===== src/hdl/ecc_irq_defines.vh =====
`ifndef ECC_IRQ_DEFINES_VH
`define ECC_IRQ_DEFINES_VH

// ==================================================
// Transaction codes seen on cmdCode
`define CMD_W 3
`define CMD_ARRAY_READ 3'h0
`define CMD_READ_COUNT 3'h1
`define CMD_READ_IRQ_CONFIG 3'h2
`define CMD_READ_IRQ_STATUS 3'h3
`define CMD_PROGRAM_IRQ_CONFIG 3'h4
`define CMD_PROGRAM_IRQ_STATUS 3'h5
`define CMD_CLEAR_ECC 3'h6
`define CMD_READ_ECC_STATUS 3'h7

// ==================================================
// Register widths and reset values
`define REG_W 16
`define COUNT_RESET 16'h0000
`define COUNT_SATURATE 16'hFFFF
`define IRQ_CONFIG_RESET 16'h8000
`define IRQ_STATUS_RESET 16'h0000

// ==================================================
// Field positions, shared by config enables and status flags
`define IRQ_BIT_ECC1 0
`define IRQ_BIT_ECC2 1
`define IRQ_BIT_READY 2
`define IRQ_BIT_DISABLE 15
`define IRQ_EVENT_MASK 16'h0007
`define IRQ_ECC_MASK 16'h0003

// ==================================================
// Per-unit ECC status layout and config four double-detect bit
`define ECC_STAT_SINGLE 1
`define ECC_STAT_DOUBLE 3
`define CFG4_DOUBLE_EN 3

// ==================================================
// Data unit geometry and link timing
`define ADDR_W 32
`define UNIT_BYTES 32'h00000010
`define BEATS_PER_UNIT 8

`endif


===== src/hdl/ecc_error_counter_and_irq.v =====
`timescale 1ns/1ps
`include "ecc_irq_defines.vh"

// Overview of operation
// (RULE1) 16-bit counter of 1-bit/2-bit read errors
// (RULE2) Count only main array errors
// (RULE3) Count only in array reads; status read untouched
// (RULE4) Counter saturates at all ones
// (RULE5) Burst reads keep fetching and counting until CS high
// (RULE6) One count per errored unit per transaction
// (RULE7) Multi-programmed unit without double detect: ignore
// (RULE8) Counter zeroed by all resets and clear
// (RULE9) Events: double error, single error, ready
// (RULE10) Config enables output and selects events
// (RULE11) Status records enabled events until cleared
// (RULE12) Host ignores event output during resets
// (RULE13) Config bit 15 set releases the output
// (RULE14) Write one clears status; all must clear
// (RULE15) Overlay clear drops ECC status, keeps enables
// (RULE16) Signalling, hardware, power-on reset release output
// (RULE17) Hardware and power-on reset restore config
// (RULE18) Double detect only with config four bit 3
// (RULE19) Errors belong to aligned 16-byte units
// (RULE20) Ready flag sits at status bit 2
// (RULE21) Count and flag in check-done cycle
module ecc_error_counter_and_irq #(
  parameter BEATS = `BEATS_PER_UNIT
) (
  input wire clk,
  input wire sys_rst,
  input wire csN,
  input wire linkClk,
  input wire hwRstN,
  input wire swRst,
  input wire csSigRst,
  input wire cmdValid,
  input wire [`CMD_W-1:0] cmdCode,
  input wire cmdOverlay,
  input wire [`REG_W-1:0] cmdWrData,
  input wire [`ADDR_W-1:0] cmdAddr,
  input wire [7:0] volatileConfigFour,
  input wire unitCheckDone,
  input wire unitErr1,
  input wire unitErr2,
  input wire unitMainArray,
  input wire unitMultiProg,
  input wire devBusy,
  output reg fetchReq,
  output reg [`ADDR_W-1:0] fetchAddr,
  output reg [`REG_W-1:0] rdData,
  output reg rdValid,
  output wire [`REG_W-1:0] ecc_error_count_reg,
  output wire intOut,
  output reg intOe
);
  localparam BEAT_W = 8;
  localparam [BEAT_W-1:0] BEAT_LAST = BEATS - 1;

  // ==================================================
  // Pin synchronisers
  wire csLevel;
  wire csRise;
  wire csFall;
  wire linkRise;
  wire hwRstLevelN;

  pin_sync #(
    .RESET_VAL(1'b1)
  ) u_cs_sync (
    .clk(clk),
    .sys_rst(sys_rst),
    .pinIn(csN),
    .level(csLevel),
    .rise(csRise),
    .fall(csFall)
  );

  pin_sync #(
    .RESET_VAL(1'b0)
  ) u_link_sync (
    .clk(clk),
    .sys_rst(sys_rst),
    .pinIn(linkClk),
    .level(),
    .rise(linkRise),
    .fall()
  );

  pin_sync #(
    .RESET_VAL(1'b1)
  ) u_hwrst_sync (
    .clk(clk),
    .sys_rst(sys_rst),
    .pinIn(hwRstN),
    .level(hwRstLevelN),
    .rise(),
    .fall()
  );

  // ==================================================
  // Reset classes
  wire hwReset;
  wire cfgReset;
  wire softReset;

  // (RULE17) power-on and hardware reset
  assign hwReset = ~hwRstLevelN;
  assign cfgReset = sys_rst | hwReset;
  // (RULE16) reset classes that release output
  assign softReset = cfgReset | csSigRst | swRst;

  // ==================================================
  // Command decode
  reg csFallSeen_reg;
  wire cmdArrayRead;
  wire cmdClearEcc;
  wire cmdProgCfg;
  wire cmdProgStat;

  // A read needs a fresh frame, so a stale command after CS rise is refused
  always @(posedge clk)
  begin
    if (sys_rst || csRise)
      csFallSeen_reg <= 1'b0;
    else if (csFall)
      csFallSeen_reg <= 1'b1;
  end

  assign cmdArrayRead = cmdValid && cmdCode == `CMD_ARRAY_READ && !csLevel
                        && csFallSeen_reg;
  // (RULE15) clear only inside overlay space
  assign cmdClearEcc = cmdValid && cmdCode == `CMD_CLEAR_ECC && cmdOverlay;
  assign cmdProgCfg = cmdValid && cmdCode == `CMD_PROGRAM_IRQ_CONFIG;
  assign cmdProgStat = cmdValid && cmdCode == `CMD_PROGRAM_IRQ_STATUS;

  // ==================================================
  // Array read sequencing
  reg readActive_reg;
  reg [BEAT_W-1:0] beatCount_reg;
  reg [`ADDR_W-1:0] unitAddr_reg;
  reg readActive_next;
  reg [BEAT_W-1:0] beatCount_next;
  reg [`ADDR_W-1:0] unitAddr_next;
  reg fetchReq_next;

  // Unit address is word-aligned to 16 bytes
  wire [`ADDR_W-1:0] alignedStart;
  // (RULE19) align to the data unit
  assign alignedStart = cmdAddr & ~(`UNIT_BYTES - 32'h00000001);

  always @*
  begin
    readActive_next = readActive_reg;
    beatCount_next = beatCount_reg;
    unitAddr_next = unitAddr_reg;
    fetchReq_next = 1'b0;
    if (softReset || csRise)
    begin
      readActive_next = 1'b0;
      beatCount_next = {BEAT_W{1'b0}};
    end
    else if (cmdArrayRead)
    begin
      readActive_next = 1'b1;
      beatCount_next = {BEAT_W{1'b0}};
      unitAddr_next = alignedStart;
      fetchReq_next = 1'b1;
    end
    else if (readActive_reg && linkRise)
    begin
      // (RULE5) next sequential unit each unit of beats
      if (beatCount_reg == BEAT_LAST)
      begin
        beatCount_next = {BEAT_W{1'b0}};
        unitAddr_next = unitAddr_reg + `UNIT_BYTES;
        fetchReq_next = 1'b1;
      end
      else
        beatCount_next = beatCount_reg + {{(BEAT_W-1){1'b0}}, 1'b1};
    end
  end

  always @(posedge clk)
  begin
    if (sys_rst)
    begin
      readActive_reg <= 1'b0;
      beatCount_reg <= {BEAT_W{1'b0}};
      unitAddr_reg <= {`ADDR_W{1'b0}};
      fetchReq <= 1'b0;
      fetchAddr <= {`ADDR_W{1'b0}};
    end
    else
    begin
      readActive_reg <= readActive_next;
      beatCount_reg <= beatCount_next;
      unitAddr_reg <= unitAddr_next;
      fetchReq <= fetchReq_next;
      fetchAddr <= unitAddr_next;
    end
  end

  // ==================================================
  // Error qualification
  wire doubleEnable;
  wire unitIgnored;
  wire errSingle;
  wire errDouble;
  wire countInc;

  // (RULE18) double detect gated by config four
  assign doubleEnable = volatileConfigFour[`CFG4_DOUBLE_EN];
  // (RULE7) no detection in a re-programmed unit unless double detect is on
  assign unitIgnored = unitMultiProg && !doubleEnable;
  // (RULE3) only inside an array read
  assign errSingle = unitCheckDone && readActive_reg && !unitIgnored && unitErr1;
  assign errDouble = unitCheckDone && readActive_reg && !unitIgnored
                     && doubleEnable && unitErr2;
  // (RULE2) main array errors only
  // (RULE6) one check-done pulse per fetched unit
  assign countInc = (errSingle || errDouble) && unitMainArray;

  // ==================================================
  // Error counter
  // (RULE8) all resets and clear zero the counter
  wire countClear;
  assign countClear = softReset | cmdClearEcc;

  // (RULE1) counter kept in its own module
  // (RULE21) increments in the check-done cycle
  sat_counter #(
    .W(`REG_W)
  ) u_count (
    .clk(clk),
    .clear(countClear),
    .inc(countInc),
    .count_reg(ecc_error_count_reg)
  );

  // ==================================================
  // Last-unit ECC status
  reg [`REG_W-1:0] eccStatus_reg;

  always @(posedge clk)
  begin
    if (softReset || cmdClearEcc)
      eccStatus_reg <= `IRQ_STATUS_RESET;
    else if (unitCheckDone && readActive_reg)
    begin
      eccStatus_reg <= `IRQ_STATUS_RESET;
      eccStatus_reg[`ECC_STAT_SINGLE] <= errSingle;
      eccStatus_reg[`ECC_STAT_DOUBLE] <= errDouble;
    end
  end

  // ==================================================
  // Interrupt events
  reg busyDelay_reg;
  wire readyEvent;
  wire [`REG_W-1:0] eventVec;

  always @(posedge clk)
  begin
    if (sys_rst)
      busyDelay_reg <= 1'b0;
    else
      busyDelay_reg <= devBusy;
  end

  assign readyEvent = busyDelay_reg && !devBusy;

  // (RULE9) three event sources
  // (RULE20) ready event on status bit 2
  assign eventVec = {13'h0000, readyEvent, errDouble, errSingle};

  // ==================================================
  // Interrupt configuration and status
  reg [`REG_W-1:0] irqConfig_reg;
  reg [`REG_W-1:0] irqStatus_reg;
  reg [`REG_W-1:0] irqStatus_next;
  reg [`REG_W-1:0] clearMask;
  wire [`REG_W-1:0] setMask;
  wire [`REG_W-1:0] irqConfig_next;

  always @(posedge clk)
  begin
    // (RULE17) restore all-disabled default
    if (cfgReset)
      irqConfig_reg <= `IRQ_CONFIG_RESET;
    else if (cmdProgCfg)
      irqConfig_reg <= cmdWrData;
  end

  // The pin follows a config write in the same edge, not one cycle late
  assign irqConfig_next = cmdProgCfg ? cmdWrData : irqConfig_reg;

  // (RULE11) only enabled events are recorded
  assign setMask = eventVec & irqConfig_reg & `IRQ_EVENT_MASK;

  always @*
  begin
    clearMask = {`REG_W{1'b0}};
    // (RULE14) write one to clear
    if (cmdProgStat)
      clearMask = cmdWrData;
    // (RULE15) clear ECC flags, enables untouched
    if (cmdClearEcc)
      clearMask = clearMask | `IRQ_ECC_MASK;
    // A new event in the clearing cycle survives
    irqStatus_next = ((irqStatus_reg & ~clearMask) | setMask) & `IRQ_EVENT_MASK;
  end

  always @(posedge clk)
  begin
    if (softReset)
      irqStatus_reg <= `IRQ_STATUS_RESET;
    else
      irqStatus_reg <= irqStatus_next;
  end

  // ==================================================
  // Event output, open drain
  wire outEnabled;
  wire pending;

  // (RULE13) bit 15 set disables and releases
  assign outEnabled = !irqConfig_next[`IRQ_BIT_DISABLE];
  // (RULE14) low while any enabled flag stands
  assign pending = |(irqStatus_next & irqConfig_next);

  // Only ever drives low; the pull-up gives the high level
  assign intOut = 1'b0;

  always @(posedge clk)
  begin
    // (RULE16) resets float the pin
    if (softReset)
      intOe <= 1'b0;
    // (RULE10) drive low only on enabled event
    else
      intOe <= outEnabled && pending;
  end

  // ==================================================
  // Register read-back
  reg [`REG_W-1:0] rdData_next;
  reg rdValid_next;

  always @*
  begin
    rdData_next = rdData;
    rdValid_next = 1'b0;
    if (cmdValid)
    begin
      if (cmdCode == `CMD_READ_COUNT && cmdOverlay)
      begin
        rdData_next = ecc_error_count_reg;
        rdValid_next = 1'b1;
      end
      else if (cmdCode == `CMD_READ_IRQ_CONFIG)
      begin
        rdData_next = irqConfig_reg;
        rdValid_next = 1'b1;
      end
      else if (cmdCode == `CMD_READ_IRQ_STATUS)
      begin
        rdData_next = irqStatus_reg;
        rdValid_next = 1'b1;
      end
      // (RULE3) status read leaves the counter alone
      else if (cmdCode == `CMD_READ_ECC_STATUS)
      begin
        rdData_next = eccStatus_reg;
        rdValid_next = 1'b1;
      end
    end
  end

  always @(posedge clk)
  begin
    if (sys_rst)
    begin
      rdData <= {`REG_W{1'b0}};
      rdValid <= 1'b0;
    end
    else
    begin
      rdData <= rdData_next;
      rdValid <= rdValid_next;
    end
  end

endmodule // ecc_error_counter_and_irq


===== src/hdl/pin_sync.v =====
`timescale 1ns/1ps
`include "ecc_irq_defines.vh"

// ==================================================
// Three-stage synchroniser with agreement filter
module pin_sync #(
  parameter RESET_VAL = 1'b1
) (
  input wire clk,
  input wire sys_rst,
  input wire pinIn,
  output reg level,
  output reg rise,
  output reg fall
);
  reg stage1;
  reg stage2;
  reg stage3;

  // Stage1 feeds only stage2; the level moves once stages 2 and 3 agree
  always @(posedge clk)
  begin
    if (sys_rst)
    begin
      stage1 <= RESET_VAL;
      stage2 <= RESET_VAL;
      stage3 <= RESET_VAL;
      level <= RESET_VAL;
      rise <= 1'b0;
      fall <= 1'b0;
    end
    else
    begin
      stage1 <= pinIn;
      stage2 <= stage1;
      stage3 <= stage2;
      rise <= 1'b0;
      fall <= 1'b0;
      if (stage2 == stage3 && stage3 != level)
      begin
        level <= stage3;
        rise <= stage3;
        fall <= ~stage3;
      end
    end
  end
endmodule // pin_sync


===== src/hdl/sat_counter.v =====
`timescale 1ns/1ps
`include "ecc_irq_defines.vh"

// ==================================================
// Saturating up-counter with clear
module sat_counter #(
  parameter W = 16
) (
  input wire clk,
  input wire clear,
  input wire inc,
  output reg [W-1:0] count_reg
);
  reg [W-1:0] count_next;

  always @*
  begin
    count_next = count_reg;
    if (clear)
      count_next = {W{1'b0}};
    // (RULE4) stop at all ones
    else if (inc && count_reg != {W{1'b1}})
      count_next = count_reg + {{(W-1){1'b0}}, 1'b1};
  end

  always @(posedge clk)
  begin
    count_reg <= count_next;
  end
endmodule // sat_counter

===== config.mk =====
export PLATFORM = sky130hd
export DESIGN_NAME = ecc_error_counter_and_irq
export DESIGN_NICKNAME = d
export VERILOG_FILES = /design/src/hdl/ecc_error_counter_and_irq.v /design/src/hdl/pin_sync.v /design/src/hdl/sat_counter.v
export VERILOG_INCLUDE_DIRS = /design/src /design/src/hdl
export SDC_FILE = /design/constraint.sdc
export NUM_CORES = 1
export LEC_CHECK = 0
export ABC_AREA = 1
export BUFFER_PORTS_ARGS = -buffer_cell sky130_fd_sc_hd__buf_2
export CAP_MARGIN = 10
export CELL_PAD_IN_SITES_DETAIL_PLACEMENT = 2
export CELL_PAD_IN_SITES_GLOBAL_PLACEMENT = 2
export CORE_AREA = 2 2 155 157
export DETAILED_ROUTE_END_ITERATION = 7
export DIE_AREA = 0 0 157 159
export PLACE_DENSITY_LB_ADDON = 0.25
export SLEW_MARGIN = 20
export SYNTH_ARGS = -nofsm -noshare
export SYNTH_HDL_FRONTEND = slang
export SYNTH_SLANG_ARGS = --single-unit

===== constraint.sdc =====
create_clock -name clk -period 1.4 [get_ports clk]
set_input_delay 0 -clock clk [delete_from_list [all_inputs] [get_ports clk]]
set_output_delay 0 -clock clk [all_outputs]
set_load 0.02 [all_outputs]

==> results.toml, run 1 <==
[clocking]
htree_levels = 3
cts_buffers = 9
clkSinkCount = 110
clk_path_buf_depth = 2
clkTransAtPathRegs_ps = 90
cts_tree = "built"
clock_latency_ps = 380
cts-root-buf = "clkbuf_16"

[sta]
grt_setup_unrepaired = "yes"
finalHoldViolations = 0
setup_slack_ps = -413
holdWs_ps = 0.643
drv_slew = 0
fmax_mhz = 551
fin_skew_ps = 12.7
tightest_slew_ps = 640
finalSetupViolCount = 51
fin_crit_ps = 1810
min_period_over_period = 1.30
max_slew_margin = 0.569

[drt]
vias = 7426
ant_nets = 0
avgRoutedWirePerCell_um = 22.2
vias_per_cell = 4.89
firstDrtPassIters = 5
wl_mm = 33.7
drt_iter0_drc = 415
drc = 0

[setup_path]
cpMaxStageDelayCell = "dfxtp_2"
cp_cell_sequence = "ha_4 > nand2_4 > nor2_4 > nand3_4 > a21oi_4 > buf_12 > buf_12 > nand2_1 > nand2_1 > inv_1"
crit_required_ps = 1680
cp.arrival_ps = 2090
critPathLaunchType = "register"
end_kind = "register"
max_stage_delay_ps = 380
critPathKind = "reg -> reg"
worstPathMaxFanout = 10

[yosys]
synth_area_leaders = "dfxtp_1 (38%), nand2_1 (15%), nor2_1 (10%)"
synth-edff-count = 0
seq_area_frac_synth = 0.384
async_flop_share = 0
synth_flop_cell = "dfxtp_1"
netlist_area_um2 = 5740
synth_most_common_cell = "nand2_1"
synthDominantCellAreaShare = 0.384
ys_types = 38
synth_common_cells = "nand2_1 (229), nor2_1 (158), dfxtp_1 (110), inv_1 (88), a21oi_1 (70)"
yosys.area.top_type = "dfxtp_1"
ys_warn_count = 0
syn_avg_cell_area_um2 = 6.46
syn-instance-count = 889
synth-seq-cells = 110

[global_route]
use_met2 = 0.406
grt.busiest_layer = "met2"
grt_use_total = 0.235
grt_pass1_vias = 7889
met3_usage = 0.0278
overflow = 0
grt_max_degree = 33
grt_use_met1 = 0.303
antenna_found_initial = 0
grt_first_pass_wirelength_mm = 45.1

[run_status]
failed_checks = "negative setup slack"
outcome = "finished, violations left"

[power]
leakagePower_uw = 0.00426
p_per_area_nw_per_um2 = 714
p_clk_frac = 0.441
power_uw = 6850
peakVddDrop_mv = 0.563
internal_power_uw = 4960
p_switching_uw = 1900
power_frac_comb = 0.090
seq_power_share = 0.468
switching_share = 0.277

[place]
gp_congestion = 0.803
hpwl_mm = 19.3
port_buffers = 125

[die]
die_w_um = 157
core_um2 = 23200
die_h_um = 159
start_util = 0.247
dieArea_um2 = 25000
ios = 142
core.rowCount = 56

[cells_and_area]
layout.nets = 1273
diodes = 0
largest_reg_flops = 28
area_growth_syn_to_layout_pct = 67.2
drive_gt1_frac = 0.434

[run]
max_cap_viol_count = 0

[hold_path]
hold_path_class = "in -> reg"
[per-stage QoR]
step	util	cells	TNS (ps)	setup slack, ps	instance area [um^2]
after detailed placement	0.341	1449	-7810	-264	7910
after global routing	0.414	1520	-16010	-486	9600
after CTS	0.392	1508	-4680	-185	9100
after global placement	0.341	1449	-4540	-162	7910
after floorplan	-	893	-615	-63.5	5910
final	0.414	1520	-12840	-413	9600
[per-layer routing]
metal  vias to the layer above  routed length, um
li1                       3432                  -
met1                      3696              13900
met2                       216              17100
met3                        82               1410
met4                         0               1290
met5                         -                  0
[worst max-delay path, delay by kind of cell, from the launching register on]
kind                     cells  cell delay (ps)
adder cells (fa/ha/maj)      1              170
buffers and inverters        3              340
flip-flops                   1              380
AO/OA/AOI/OAI                1              250
AND/OR/NAND/NOR              5              580
[cell usage in the layout, fill, tap and decap left out, types with 18 or more instances in the layout]
| cell | n |
|---|---|
| nor2_2 | 18 |
| buf_2 | 125 |
| o21ai_0 | 43 |
| nand3_1 | 43 |
| buf_4 | 153 |
| nor2_4 | 23 |
| inv_1 | 84 |
| dlygate4sd3_1 | 26 |
| a21oi_1 | 47 |
| nor2_1 | 121 |
| dfxtp_1 | 83 |
| nand2_4 | 19 |
| nand2_2 | 26 |
| nand2_1 | 188 |
| a21oi_2 | 23 |
| dfxtp_2 | 21 |
[cells by family (layout without fill, tap and decap cells)]
group / Yosys count / in the layout / synth area share
buf+inv: 126 / 432 / 0.0972
flops: 110 / 110 / 0.384
xor+xnor: 11 / 11 / 0.0168
fa+ha+maj: 3 / 3 / 0.00654
other cells: 1 / 5 / 0.000653
simple gates: 487 / 489 / 0.354
compound gates: 151 / 151 / 0.141
[repair_timing]
item,in CTS,in global routing
resized for setup,108,111
endpoints found under the setup margin,46,53
pin swaps,35,50
hold endpoints to repair,26,0
hold buffers,26,0
cloned,3,3
setup buffers,16,13
[worst paths after layout]
check / slack, ps / cells after the start / end / start
setup / recovery: -410 / 10 / unitAddr_reg[10]$_SDFFE_PP0P_ / beatCount_reg[1]$_SDFFE_PP0P_
hold / removal: 0.6 / 5 / unitAddr_reg[11]$_SDFFE_PP0P_ / cmdAddr[11]
setup reg to reg: -410 / 10 / unitAddr_reg[10]$_SDFFE_PP0P_ / beatCount_reg[1]$_SDFFE_PP0P_
hold reg to reg: 420 / 1 / u_hwrst_sync.stage2$_SDFF_PP1_ / u_hwrst_sync.stage1$_SDFF_PP1_
[power groups by stage]
stage | clock [uW] | sequential, uW | combinational, uW
after floorplan | 0 | 3310 | 212
after global placement | 0 | 3280 | 501
after detailed placement | 0 | 3280 | 512
after CTS | 3010 | 3210 | 582
after global routing | 3170 | 3220 | 672
final | 3020 | 3210 | 620
[cell type report]
class / instances / area, um^2
Timing Repair Buffer: 325 / 2420
Fill cell: 2657 / 13600
Clock buffer: 10 / 250
Tap cell: 319 / 399
Clock inverter: 6 / 72.6
Multi-Input combinational cell: 659 / 3850
Inverter: 91 / 354
Sequential cell: 110 / 2250
Note: power is estimated with default switching activity, not from simulation.
==> inputs of run 2 (changes only) <==
--- a/config.mk
+++ b/config.mk
@@ -9,11 +9,9 @@
 export ABC_AREA = 1
 export BUFFER_PORTS_ARGS = -buffer_cell sky130_fd_sc_hd__buf_2
 export CAP_MARGIN = 10
-export CELL_PAD_IN_SITES_DETAIL_PLACEMENT = 2
-export CELL_PAD_IN_SITES_GLOBAL_PLACEMENT = 2
-export CORE_AREA = 2 2 155 157
+export CORE_AREA = 2 2 123 125
 export DETAILED_ROUTE_END_ITERATION = 7
-export DIE_AREA = 0 0 157 159
+export DIE_AREA = 0 0 125 127
 export PLACE_DENSITY_LB_ADDON = 0.25
 export SLEW_MARGIN = 20
 export SYNTH_ARGS = -nofsm -noshare
==> run 2 against run 1 <==
  * The run still ends with negative setup slack left
  * Flip-flop and latch count is the same
  * Non-clock buffer count shrank 16
  * Power shrank 6.3%
  * Wire length shrank 43%
  * Sequential share of layout area grew 1.9 points
  * Critical path depth is the same
  * Setup slack gained 180 ps
  * Count of clock-buffer cells in the layout grew 2
  * Register-to-register slack gained 180 ps
  * Largest power group unchanged
==> results.toml, run 2 (same netlist as run 1, synthesis figures left out) <==
[sta]
setup_slack_ps = -234
finalSetupTns_ps = -4540
finalSetupViolCount = 39
fmax_mhz = 612
min_period_over_period = 1.17
fin_skew_ps = 9.82
fin_crit_ps = 1630
finalHoldViolations = 0
grt_setup_unrepaired = "yes"
drv_slew = 0

[power]
seq_power_share = 0.499
switching_share = 0.242
leakagePower_uw = 0.00397
p_clk_frac = 0.417
power_frac_comb = 0.085
p_switching_uw = 1550
p_per_area_nw_per_um2 = 725
peakVddDrop_mv = 0.816
internal_power_uw = 4870
power_uw = 6420

[global_route]
grt_max_degree = 34
grt_use_total = 0.231
grt_first_pass_wirelength_mm = 30.0
grt_pass1_vias = 6188
antenna_found_initial = 0
overflow = 0

[setup_path]
worstPathMaxFanout = 6
cp_cell_sequence = "ha_4 > nand2_4 > nor2_4 > nand3_4 > a21oi_4 > buf_12 > buf_16 > nand2_1 > nand2_1 > inv_1"
critPathLaunchType = "register"
crit_family = "simple AND/OR/NAND/NOR gates"
cp_num_buf_inv = 3
cpMaxStageDelayCell = "dfxtp_2"
crit-reg2reg-capture = "unitAddr_reg[10]$_SDFFE_PP0P_"
crit_top_cell = "nand2_1"
end_kind = "register"
cp.arrival_ps = 1880
max_stage_delay_ps = 360
critPathKind = "reg -> reg"
reg2reg_depth = 10
r2r-start = "beatCount_reg[0]$_SDFFE_PP0P_"
r2r_slack_ps = -230
crit_required_ps = 1650

[drt]
drt_iter0_drc = 553
vias = 6781
drc = 0
avgRoutedWirePerCell_um = 14.1
firstDrtPassIters = 5
vias_per_cell = 4.95
ant_nets = 0
wl_mm = 19.3

[cells_and_area]
diodes = 0
largest_reg_flops = 28
final_common_cell = "nand2_1"
layout.cells.non_filler = 1369
final_cell_mix = "nand2_1 (206), buf_4 (142), nor2_1 (126)"
drive_gt1_frac = 0.380
utilization = 0.614
area_growth_syn_to_layout_pct = 54.3
postLayoutCellArea_um2 = 8860
layout.nets = 1257

[die]
core.rowCount = 44
ios = 142
start_util = 0.398
core_um2 = 14400
die_w_um = 125
die_h_um = 127
dieArea_um2 = 15900

[hold_path]
hp-start = "cmdWrData[2]"
hold_path_class = "in -> reg"
min_path_cells = 4
hold_end = "irqStatus_reg[2]$_SDFF_PP0_"

[run_status]
failed_checks = "negative setup slack"
outcome = "finished, violations left"

[clocking]
cts_tree = "built"
clock_latency_ps = 350
clkTransAtPathRegs_ps = 70
cts_buffers = 9
cts-root-buf = "clkbuf_16"
clkSinkCount = 110
htree_levels = 3
clk_path_buf_depth = 2

[place]
port_buffers = 125
dp_cells = 1306
post_dp_cell_area_um2 = 7660
hpwl_mm = 13.5
gp_congestion = 0.901

[run]
max_cap_viol_count = 0
run 2: cell count changes in the layout (fill, tap and decap cells not counted), sizes merged:
cell         before  now
buf             298  282
clkinv            4    2
clkinvlp          0    2
inv              92   90
clkbuf           11   12
dlygate4sd3      26   27
run 2: routing by layer:
metal,routed length (um),global-route usage
met3,1060,0.0327
met5,0,0
met1,8830,0.314
met2,8970,0.385
met4,405,0.0680
run 2: power by group through the flow:
stage / clock network, uW / registers [uW] / logic [uW]
floorplan: 0 / 3310 / 212
global placement: 0 / 3280 / 465
detailed placement: 0 / 3280 / 469
CTS: 2720 / 3200 / 530
global route: 2840 / 3210 / 596
finish: 2670 / 3200 / 544
run 2: how the worst max path moves through the flow:
| stage | start | end | slack (ps) | depth (start not counted) |
|---|---|---|---|---|
| after floorplan | beatCount_reg[1]$_SDFFE_PP0P_ | unitAddr_reg[19]$_SDFFE_PP0P_ | -60 | 9 |
| after detailed placement | beatCount_reg[1]$_SDFFE_PP0P_ | unitAddr_reg[13]$_SDFFE_PP0P_ | -180 | 9 |
| after global routing | beatCount_reg[0]$_SDFFE_PP0P_ | unitAddr_reg[10]$_SDFFE_PP0P_ | -300 | 10 |
| final | beatCount_reg[0]$_SDFFE_PP0P_ | unitAddr_reg[10]$_SDFFE_PP0P_ | -230 | 10 |
| after CTS | beatCount_reg[0]$_SDFFE_PP0P_ | unitAddr_reg[7]$_SDFFE_PP0P_ | -160 | 10 |
| after global placement | beatCount_reg[1]$_SDFFE_PP0P_ | unitAddr_reg[14]$_SDFFE_PP0P_ | -100 | 9 |
run 2: through the flow:
stage          setup WS, ps  hold slack [ps]
3_3_place_gp          -96.6              186
2_1_floorplan         -63.5              104
4_1_cts                -159             3.02
6_report               -234             8.80
5_1_grt                -300             53.0
3_5_place_dp           -181              186
run 2: repair_timing:
item                       CTS  global route
hold buffers                27             0
gates cloned                 4             2
pin swaps                   16            27
setup endpoints to repair   45            47
setup buffers                8             7
hold endpoints to repair    28             0
gates resized for setup     53            70
run 2: tightest hold or removal path, cell delays in order:
cell and delay (ps):
buf_2 100, nand3_1 70, nand2_1 80, a21oi_1 70
run 2: layout make-up:
type                       instances  area [um^2]
clock buffer                      12          246
fill                            1342         5570
inverter                          91          352
sequential                       110         2250
tap                              184          230
multi-input combinational        659         3500
clock inverter                     4         56.3
timing repair buffer             309         2220
